<file path="config.mk">
export PLATFORM = sky130hd
export DESIGN_NAME = ssr_top
export DESIGN_NICKNAME = d
export VERILOG_FILES = /design/src/rtl/ssr_pkg.sv /design/src/rtl/ssr_event_queue.sv /design/src/rtl/ssr_top.sv
export SDC_FILE = /design/constraint.sdc
export NUM_CORES = 1
export LEC_CHECK = 0
export BUFFER_PORTS_ARGS = -buffer_cell sky130_fd_sc_hd__buf_2
export CORE_AREA = 2 2 176 143
export CTS_BUF_LIST = sky130_fd_sc_hd__clkbuf_2 sky130_fd_sc_hd__clkbuf_4 sky130_fd_sc_hd__clkbuf_8
export DETAILED_ROUTE_END_ITERATION = 10
export DIE_AREA = 0 0 178 145
export PLACE_DENSITY = 0.93
export SLEW_MARGIN = 10
export SYNTH_ARGS = -nofsm -noshare
export SYNTH_HDL_FRONTEND = slang
export SYNTH_SLANG_ARGS = --single-unit
</file>
<file path="constraint.sdc">
create_clock -name I_CORE_CLK -period 4.53 [get_ports I_CORE_CLK]
set_input_delay 0.2265 -clock I_CORE_CLK [delete_from_list [all_inputs] [get_ports I_CORE_CLK]]
set_output_delay 0.2265 -clock I_CORE_CLK [all_outputs]
set_load 0.01 [all_outputs]
</file>
<file path="src/rtl/ssr_pkg.sv">
// Constants and types of the status summary reporting block
// Function
// - Each status source has its own enable mask
// - Summary bit is OR of source AND mask
// - Service request mask gates the status byte
// - Pending request appends marker to next response
// - Status byte read clears its latched summary bits
// - Questionable register read clears it
// - Queue read removes entry; empty gives code zero
// - Latched enabled temperature fault with a message queued reads eighty-eight
// - Temperature fault alone reads thirty-two
// - Message-available bit high while queue non-empty
// - Request-service bit set by any enabled bit
// - Queue keeps ten most recent entries
package ssr_pkg;

  // Widths
  localparam int OPER_W = 16;
  localparam int EVENT_W = 8;
  localparam int QUES_W = 16;
  localparam int STB_W = 8;
  localparam int CODE_W = 16;

  // Queue depth and pointer widths
  localparam int QUEUE_DEPTH = 10;
  localparam int PTR_W = 4;
  localparam logic [PTR_W-1:0] QUEUE_LAST = 4'h9;
  localparam logic [PTR_W-1:0] QUEUE_FULL = 4'ha;

  // Status byte field positions
  localparam int STB_QUES_BIT = 3;
  localparam int STB_MAV_BIT = 4;
  localparam int STB_ESB_BIT = 5;
  localparam int STB_RQS_BIT = 6;
  localparam int STB_OPER_BIT = 7;

  // Questionable register field positions
  localparam int TEMPERATURE_FAULT_BIT = 5;

  // Values after reset
  localparam logic [OPER_W-1:0] OPER_RESET = 16'h0000;
  localparam logic [EVENT_W-1:0] EVENT_RESET = 8'h00;
  localparam logic [QUES_W-1:0] QUES_RESET = 16'h0000;
  localparam logic [STB_W-1:0] STB_RESET = 8'h00;
  localparam logic [CODE_W-1:0] NO_ERROR_CODE = 16'h0000;

  // Marker appended to a response, sent by the text channel
  localparam logic [47:0] RQS_MARKER = 48'h3b_21_52_51_53_21;

  typedef logic [CODE_W-1:0] ssr_code_t;

endpackage : ssr_pkg

</file>
<file path="src/rtl/ssr_event_queue.sv">
// Error and event message queue holding the latest entries
`timescale 1ns/1ps
module ssr_event_queue (
  // Clock and control
  input wire logic i_clk,
  input wire logic i_rst,
  input wire logic i_ce,
  // Producer side
  input wire logic i_push,
  input wire ssr_pkg::ssr_code_t i_push_code,
  // Consumer side
  input wire logic i_pop,
  output ssr_pkg::ssr_code_t o_head_code,
  output logic o_empty
);
  import ssr_pkg::*;

  ssr_code_t mem_reg [QUEUE_DEPTH];
  ssr_code_t mem_next [QUEUE_DEPTH];
  logic [PTR_W-1:0] head_reg, head_next;
  logic [PTR_W-1:0] count_reg, count_next;
  logic [PTR_W-1:0] tail;

  function automatic logic [PTR_W-1:0] wrap_add(
    input logic [PTR_W-1:0] p, input logic [PTR_W-1:0] n);
    logic [PTR_W:0] s;
    s = {1'b0, p} + {1'b0, n};
    if (s > {1'b0, QUEUE_LAST}) begin
      s = s - {1'b0, QUEUE_FULL};
    end
    return s[PTR_W-1:0];
  endfunction : wrap_add

  assign tail = wrap_add(head_reg, count_reg);
  assign o_empty = (count_reg == '0);
  assign o_head_code = o_empty ? NO_ERROR_CODE : mem_reg[head_reg];

  always_comb begin
    mem_next = mem_reg;
    head_next = head_reg;
    count_next = count_reg;
    if (i_push) begin
      // When full the tail lands on the oldest entry
      mem_next[tail] = i_push_code;
    end
    if (i_push && count_reg == QUEUE_FULL) begin
      head_next = wrap_add(head_reg, 4'h1);
    end else if (i_pop && !o_empty) begin
      head_next = wrap_add(head_reg, 4'h1);
      if (!i_push) begin
        count_next = count_reg - 4'h1;
      end
    end else if (i_push) begin
      count_next = count_reg + 4'h1;
    end
  end

  always_ff @(posedge i_clk) begin
    if (i_rst) begin
      head_reg <= '0;
      count_reg <= '0;
      for (int i = 0; i < QUEUE_DEPTH; i++) begin
        mem_reg[i] <= NO_ERROR_CODE;
      end
    end else if (i_ce) begin
      head_reg <= head_next;
      count_reg <= count_next;
      mem_reg <= mem_next;
    end
  end
endmodule : ssr_event_queue

</file>
<file path="src/rtl/ssr_top.sv">
// Status summary reporting: registers, masks, status byte and request
`timescale 1ns/1ps
module ssr_top (
  // Clock, reset, enable
  input wire logic I_CORE_CLK,
  input wire logic I_RST,
  input wire logic I_CE,
  // Status sources
  input wire logic [ssr_pkg::OPER_W-1:0] I_OPER_STATE,
  input wire logic [ssr_pkg::EVENT_W-1:0] I_EVENT_SET,
  input wire logic [ssr_pkg::QUES_W-1:0] I_QUES_SET,
  // Mask writes
  input wire logic [ssr_pkg::QUES_W-1:0] I_MASK_WDATA,
  input wire logic I_OPER_MASK_WE,
  input wire logic I_EVENT_MASK_WE,
  input wire logic I_QUES_MASK_WE,
  input wire logic I_SRQ_MASK_WE,
  // Mask readback
  output logic [ssr_pkg::OPER_W-1:0] O_OPER_MASK,
  output logic [ssr_pkg::EVENT_W-1:0] O_EVENT_MASK,
  output logic [ssr_pkg::QUES_W-1:0] O_QUES_MASK,
  output logic [ssr_pkg::STB_W-1:0] O_SRQ_MASK,
  // Status reads
  input wire logic I_STB_RD,
  input wire logic I_EVENT_RD,
  input wire logic I_QUES_RD,
  input wire logic I_OPER_RD,
  output logic [ssr_pkg::STB_W-1:0] O_STB_DATA,
  output logic [ssr_pkg::EVENT_W-1:0] O_EVENT_DATA,
  output logic [ssr_pkg::QUES_W-1:0] O_QUES_DATA,
  output logic [ssr_pkg::OPER_W-1:0] O_OPER_DATA,
  // Error and event queue
  input wire logic I_ERR_PUSH,
  input wire ssr_pkg::ssr_code_t I_ERR_CODE,
  input wire logic I_ERR_RD,
  output ssr_pkg::ssr_code_t O_ERR_CODE,
  // Response channel
  input wire logic I_RESP_END,
  output logic O_APPEND_MARK,
  output logic O_SRQ
);
  import ssr_pkg::*;

  ////////////////////////////////////////////////////////////////////////
  // Masks

  logic [OPER_W-1:0] operation_state_mask, oper_mask_next;
  logic [EVENT_W-1:0] event_mask_reg, event_mask_next;
  logic [QUES_W-1:0] questionable_status_mask, ques_mask_next;
  logic [STB_W-1:0] srq_mask_reg, srq_mask_next;

  always_comb begin
    oper_mask_next = operation_state_mask;
    event_mask_next = event_mask_reg;
    ques_mask_next = questionable_status_mask;
    srq_mask_next = srq_mask_reg;
    // Status reads never touch the masks
    if (I_OPER_MASK_WE) oper_mask_next = I_MASK_WDATA;
    if (I_EVENT_MASK_WE) event_mask_next = I_MASK_WDATA[EVENT_W-1:0];
    if (I_QUES_MASK_WE) ques_mask_next = I_MASK_WDATA;
    if (I_SRQ_MASK_WE) srq_mask_next = I_MASK_WDATA[STB_W-1:0];
  end

  always_ff @(posedge I_CORE_CLK) begin
    if (I_RST) begin
      operation_state_mask <= OPER_RESET;
      event_mask_reg <= EVENT_RESET;
      questionable_status_mask <= QUES_RESET;
      srq_mask_reg <= STB_RESET;
    end else if (I_CE) begin
      operation_state_mask <= oper_mask_next;
      event_mask_reg <= event_mask_next;
      questionable_status_mask <= ques_mask_next;
      srq_mask_reg <= srq_mask_next;
    end
  end

  assign O_OPER_MASK = operation_state_mask;
  assign O_EVENT_MASK = event_mask_reg;
  assign O_QUES_MASK = questionable_status_mask;
  assign O_SRQ_MASK = srq_mask_reg;

  ////////////////////////////////////////////////////////////////////////
  // Source registers

  logic [OPER_W-1:0] operation_state_reg, oper_state_next;
  logic [EVENT_W-1:0] event_status_reg, event_status_next;
  logic [QUES_W-1:0] questionable_status_reg, ques_status_next;

  always_comb begin
    oper_state_next = I_OPER_STATE;
    event_status_next = event_status_reg;
    ques_status_next = questionable_status_reg;
    // New events win over a clearing read
    if (I_EVENT_RD) event_status_next = '0;
    if (I_QUES_RD) ques_status_next = '0;
    event_status_next = event_status_next | I_EVENT_SET;
    ques_status_next = ques_status_next | I_QUES_SET;
  end

  always_ff @(posedge I_CORE_CLK) begin
    if (I_RST) begin
      operation_state_reg <= OPER_RESET;
      event_status_reg <= EVENT_RESET;
      questionable_status_reg <= QUES_RESET;
    end else if (I_CE) begin
      operation_state_reg <= oper_state_next;
      event_status_reg <= event_status_next;
      questionable_status_reg <= ques_status_next;
    end
  end

  ////////////////////////////////////////////////////////////////////////
  // Status byte and service request

  logic queue_empty;
  ssr_code_t queue_head;
  logic oper_sum, esb_sum, ques_sum, rqs;
  logic [2:0] sum_prev_reg, sum_prev_next;
  logic [STB_W-1:0] stb_sticky_reg, stb_sticky_next;
  logic [STB_W-1:0] stb_low, status_byte;
  logic rqs_prev_reg, rqs_prev_next;
  logic pending_reg, pending_next;

  function automatic logic masked_any(
    input logic [QUES_W-1:0] v, input logic [QUES_W-1:0] m);
    return |(v & m);
  endfunction : masked_any

  assign oper_sum = masked_any(operation_state_reg,
    operation_state_mask);
  assign esb_sum = masked_any({8'h00, event_status_reg},
    {8'h00, event_mask_reg});
  assign ques_sum = masked_any(questionable_status_reg,
    questionable_status_mask);

  // Message-available follows the queue live
  always_comb begin
    stb_low = stb_sticky_reg;
    stb_low[STB_RQS_BIT] = 1'b0;
    stb_low[STB_MAV_BIT] = !queue_empty;
  end

  assign rqs = masked_any({8'h00, stb_low}, {8'h00, srq_mask_reg});

  always_comb begin
    status_byte = stb_low;
    status_byte[STB_RQS_BIT] = rqs;
  end

  always_comb begin
    sum_prev_next = {oper_sum, esb_sum, ques_sum};
    stb_sticky_next = stb_sticky_reg;
    if (I_STB_RD) stb_sticky_next = '0;
    // A summary bit latches on its rising edge, winning over the read
    if (oper_sum && !sum_prev_reg[2]) stb_sticky_next[STB_OPER_BIT] = 1'b1;
    if (esb_sum && !sum_prev_reg[1]) stb_sticky_next[STB_ESB_BIT] = 1'b1;
    if (ques_sum && !sum_prev_reg[0]) stb_sticky_next[STB_QUES_BIT] = 1'b1;
    rqs_prev_next = rqs;
    pending_next = pending_reg;
    if (I_RESP_END) pending_next = 1'b0;
    if (rqs && !rqs_prev_reg) pending_next = 1'b1;
  end

  always_ff @(posedge I_CORE_CLK) begin
    if (I_RST) begin
      sum_prev_reg <= 3'h0;
      stb_sticky_reg <= STB_RESET;
      rqs_prev_reg <= 1'b0;
      pending_reg <= 1'b0;
    end else if (I_CE) begin
      sum_prev_reg <= sum_prev_next;
      stb_sticky_reg <= stb_sticky_next;
      rqs_prev_reg <= rqs_prev_next;
      pending_reg <= pending_next;
    end
  end

  assign O_APPEND_MARK = pending_reg;
  assign O_SRQ = rqs_prev_reg;

  ////////////////////////////////////////////////////////////////////////
  // Read data

  logic [STB_W-1:0] stb_data_reg, stb_data_next;
  logic [EVENT_W-1:0] event_data_reg, event_data_next;
  logic [QUES_W-1:0] ques_data_reg, ques_data_next;
  logic [OPER_W-1:0] oper_data_reg, oper_data_next;
  ssr_code_t err_code_reg, err_code_next;

  ssr_event_queue u_queue (
    .i_clk(I_CORE_CLK),
    .i_rst(I_RST),
    .i_ce(I_CE),
    .i_push(I_ERR_PUSH),
    .i_push_code(I_ERR_CODE),
    .i_pop(I_ERR_RD),
    .o_head_code(queue_head),
    .o_empty(queue_empty)
  );

  always_comb begin
    stb_data_next = stb_data_reg;
    event_data_next = event_data_reg;
    ques_data_next = ques_data_reg;
    oper_data_next = oper_data_reg;
    err_code_next = err_code_reg;
    if (I_STB_RD) stb_data_next = status_byte;
    if (I_EVENT_RD) event_data_next = event_status_reg;
    if (I_QUES_RD) ques_data_next = questionable_status_reg;
    if (I_OPER_RD) oper_data_next = operation_state_reg;
    if (I_ERR_RD) err_code_next = queue_head;
  end

  always_ff @(posedge I_CORE_CLK) begin
    if (I_RST) begin
      stb_data_reg <= STB_RESET;
      event_data_reg <= EVENT_RESET;
      ques_data_reg <= QUES_RESET;
      oper_data_reg <= OPER_RESET;
      err_code_reg <= NO_ERROR_CODE;
    end else if (I_CE) begin
      stb_data_reg <= stb_data_next;
      event_data_reg <= event_data_next;
      ques_data_reg <= ques_data_next;
      oper_data_reg <= oper_data_next;
      err_code_reg <= err_code_next;
    end
  end

  assign O_STB_DATA = stb_data_reg;
  assign O_EVENT_DATA = event_data_reg;
  assign O_QUES_DATA = ques_data_reg;
  assign O_OPER_DATA = oper_data_reg;
  assign O_ERR_CODE = err_code_reg;
endmodule : ssr_top

</file>
==> flow_metrics.py <==
metrics = {
    "finish": {
        "final_layout_size_suffix_gt1_frac": 0.2065,
        "multi_input_comb_area_um2": 7134,
        "syn2layout_area_growth_pct": 18.17,
        "layout.cells.most_common_list": "324 x dfxtp_1, 210 x mux2i_1, 195 x buf_2, 184 x nand2_1, 178 x nand2b_1",
        "most_common_cell_after_layout_fill_and_taps_aside": "dfxtp_1",
        "sequential_cell_area_um2": 6510,
        "nets": 1751,
        "max_reg_flops": 160,
        "final_design_area_no_fill_um2": 16800,
        "fill_cells": 1551,
    },
    "setup_path": {
        "critical-path-top-cell-by-count": "ha_1",
        "worstPathBufferInverterCount": 1,
        "worst_r2r_startpoint": "u_queue.count_reg[0]",
        "cp.required_ns": 5.00,
        "timing.reg2reg.worst_path_depth": 9,
        "arrival_ns": 4.17,
        "critPathLaunchType": "flip-flop",
        "cpMaxStageDelayCell": "fa_1",
        "timing.setup.critical_path_class": "reg -> reg",
        "largest_stage_delay_on_the_critical_path_ns": 0.61,
        "critPathMaxFanout": 16,
        "worstPathCellList": "ha_1 > fa_1 > inv_1 > ha_1 > a32o_2 > a211o_4 > o311ai_2 > nand2_2 > mux2i_1",
        "r2r-end": "u_queue.mem_reg[11]",
        "cp-end-kind": "flip-flop",
        "reg2reg_slack_ns": 0.83,
        "cp_top_family": "adder cells",
    },
    "placement": {
        "hpwlAfterDp_mm": 24.06,
        "finalWeightedCongestion": 0.8940,
        "port_buffers": 196,
        "placedInstanceArea_um2": 15170,
    },
    "floorplan": {
        "floorplan.initialDensity": 0.5911,
        "design.die.area_um2": 25810,
        "placeableCoreArea_um2": 24060,
        "rows": 51,
        "dieWidth_um": 178,
        "io_pins": 200,
        "die_h_um": 145,
    },
    "grt": {
        "wire_length_of_the_first_global_routing_pass_mm": 65.54,
        "grt_start_max_net_pins": 189,
        "grt_overflow_total": 0,
        "antenna_found_initial": 3,
        "via_count_of_the_first_global_routing_pass": 12243,
        "total_routing_usage_gr": 0.3182,
    },
    "power_and_ir_drop": {
        "reported_leakage_power_uw": 0.007455,
        "ir_drop_uv": 286.6,
        "power_density_nw_per_um2": 405.7,
    },
    "synthesis": {
        "yosysSeqAreaShare": 0.4575,
        "synth-seq-cells": 325,
        "yosysUniqueCellTypes": 60,
        "synth-edff-count": 0,
        "post_synth_instance_area_um2": 14220,
        "synth_area_leaders": "dfxtp_1 46%, mux2i_1 15%, nand2b_1 7.8%",
        "synth_top_cell_by_area": "dfxtp_1",
        "synth_async_sr_flop_share": 0,
        "netlist_instances": 1454,
        "yosysWarningCount": 0,
        "synth_flop_cell": "dfxtp_1",
        "syn_avg_cell_area_um2": 9.781,
        "synth.top_cell.area_share": 0.4575,
    },
    "routing": {
        "finalWirelength_mm": 40.94,
        "detailroute.via_count": 12288,
        "drt-wirelength-per-cell_um": 20.38,
        "number_of_remaining_drc_errors": 0,
        "detail_route.iter0.violations": 1421,
        "route.antenna.remaining_nets": 0,
        "first_pass_iters": 10,
        "avgViaCountPerCell": 6.116,
    },
    "worst_hold_path": {
        "timing.hold.worst_path_depth": 3,
        "worst_hold_startpoint": "I_QUES_SET[1]",
        "hold-path-endpoint": "questionable_status_reg[1]",
        "min-delay-path-class": "in -> reg",
    },
    "clock_network": {
        "clk_latency_ns": 0.59,
        "count_of_instances_resized_after_the_clock_tree_is_built": 0,
        "ctsRootBufferMaster": "clkbuf_8",
        "cts_num_sinks": 325,
        "cts_buffers": 48,
        "htree_num_levels": 2,
        "tritoncts_clock_tree": "done",
        "clkTransAtPathRegs_ns": 0.07,
        "clock_tree_buffer_depth": 3,
    },
    "sta": {
        "fin_crit_sh": 0.8174,
        "fin_setup_tns_ns": 0,
        "timing.fmax_mhz": 270.1,
        "setup_viol": 0,
        "grt_setup_unrepaired": "no",
        "layout_min_cycle_time_ns": 3.703,
        "headroom_to_the_max_slew_limit": 0.2811,
        "worst_clock_skew_ns": 0.03630,
        "timing.final.hold_violations": 0,
        "max_slew.worst_pin.slew_ns": 1.076,
        "timing.final.max_slew_violations": 0,
    },
    "outcome": {
        "run_status": "complete, no violations",
    },
    "flow_run": {
        "cap_viol_max_count": 0,
    },
}
## where the power goes
part	total [uW]	leakage, uW	switching, uW	internal, uW
Combinational	1130	0.00426	659	475
Sequential	3120	0.00264	114	3010
Clock	2560	0.000558	1160	1400
## layout make-up
| type | count | area share |
|---|---|---|
| Tap cell | 318 | 0.02368 |
| Sequential cell | 325 | 0.3874 |
| Clock inverter | 6 | 0.002829 |
| Multi-Input combinational cell | 997 | 0.4245 |
| Antenna cell | 1 | 0.0001489 |
| Clock buffer | 82 | 0.05971 |
| Inverter | 15 | 0.003350 |
| Timing Repair Buffer | 265 | 0.09835 |
## cell families after synthesis
logic type                 count (synthesis)  synth area share
AOI/OAI and AO/OA                        227            0.1058
xor gates and xnor gates                  10          0.006687
and+or+nand+nor                          502            0.1774
DFF                                      325            0.4575
muxes                                    242            0.1985
buffers and inverters                    134           0.04135
adders and majority gates                 13           0.01249
other                                      1         0.0002637
## cell usage after synthesis, types with 17 or more instances
master and instances:
a21oi_1 101, a22oi_1 46, buf_1 26, clkbuf_1 76, dfxtp_1 325, mux2i_1 210
mux4_2 32, nand2_1 184, nand2b_1 178, nand3_1 21, nor2_1 78, o22ai_1 17
## worst min-delay path, stage by stage
cell and delay [ns]:
buf_2 0.09, a22oi_1 0.09, nor2_1 0.14
## per-stage QoR
step,worst slack (ns),cells,hold WS (ns),power (uW),util
5_1_grt,0.7234,2008,0.06935,7051,0.6984
4_1_cts,0.9020,2008,0.02090,6767,0.6984
2_1_floorplan,1.287,1456,0.3625,3945,-
6_report,0.8273,2009,0.05118,6818,0.6985
3_5_place_dp,0.9421,1862,0.4432,4222,0.6306
3_3_place_gp,1.072,1862,0.4385,4174,0.6306
## layer usage
metal	wire [um]	GRT usage	up-vias
li1	-	-	5445
met1	15790	0.3934	5795
met2	18750	0.4936	807
met3	3892	0.09015	239
met4	2497	0.1869	2
met5	11	0	-
## worst max-delay path by stage
| stage | from | end | slack [ns] | cells past startpoint |
|---|---|---|---|---|
| global route | u_queue.count_reg[0] | u_queue.mem_reg[8] | 0.72 | 9 |
| CTS | u_queue.count_reg[0] | u_queue.mem_reg[11] | 0.90 | 10 |
| global placement | u_queue.count_reg[0] | u_queue.mem_reg[9] | 1.07 | 10 |
| floorplan | u_queue.count_reg[0] | u_queue.mem_reg[133] | 1.29 | 12 |
| detailed placement | u_queue.count_reg[0] | u_queue.mem_reg[11] | 0.94 | 10 |
| finish | u_queue.count_reg[0] | u_queue.mem_reg[11] | 0.83 | 9 |
## timing repair
action	in CTS	in global routing
setup buffers	0	0
hold endpoints to repair	88	0
hold buffers	58	0
(Power assumes the default switching activity.)
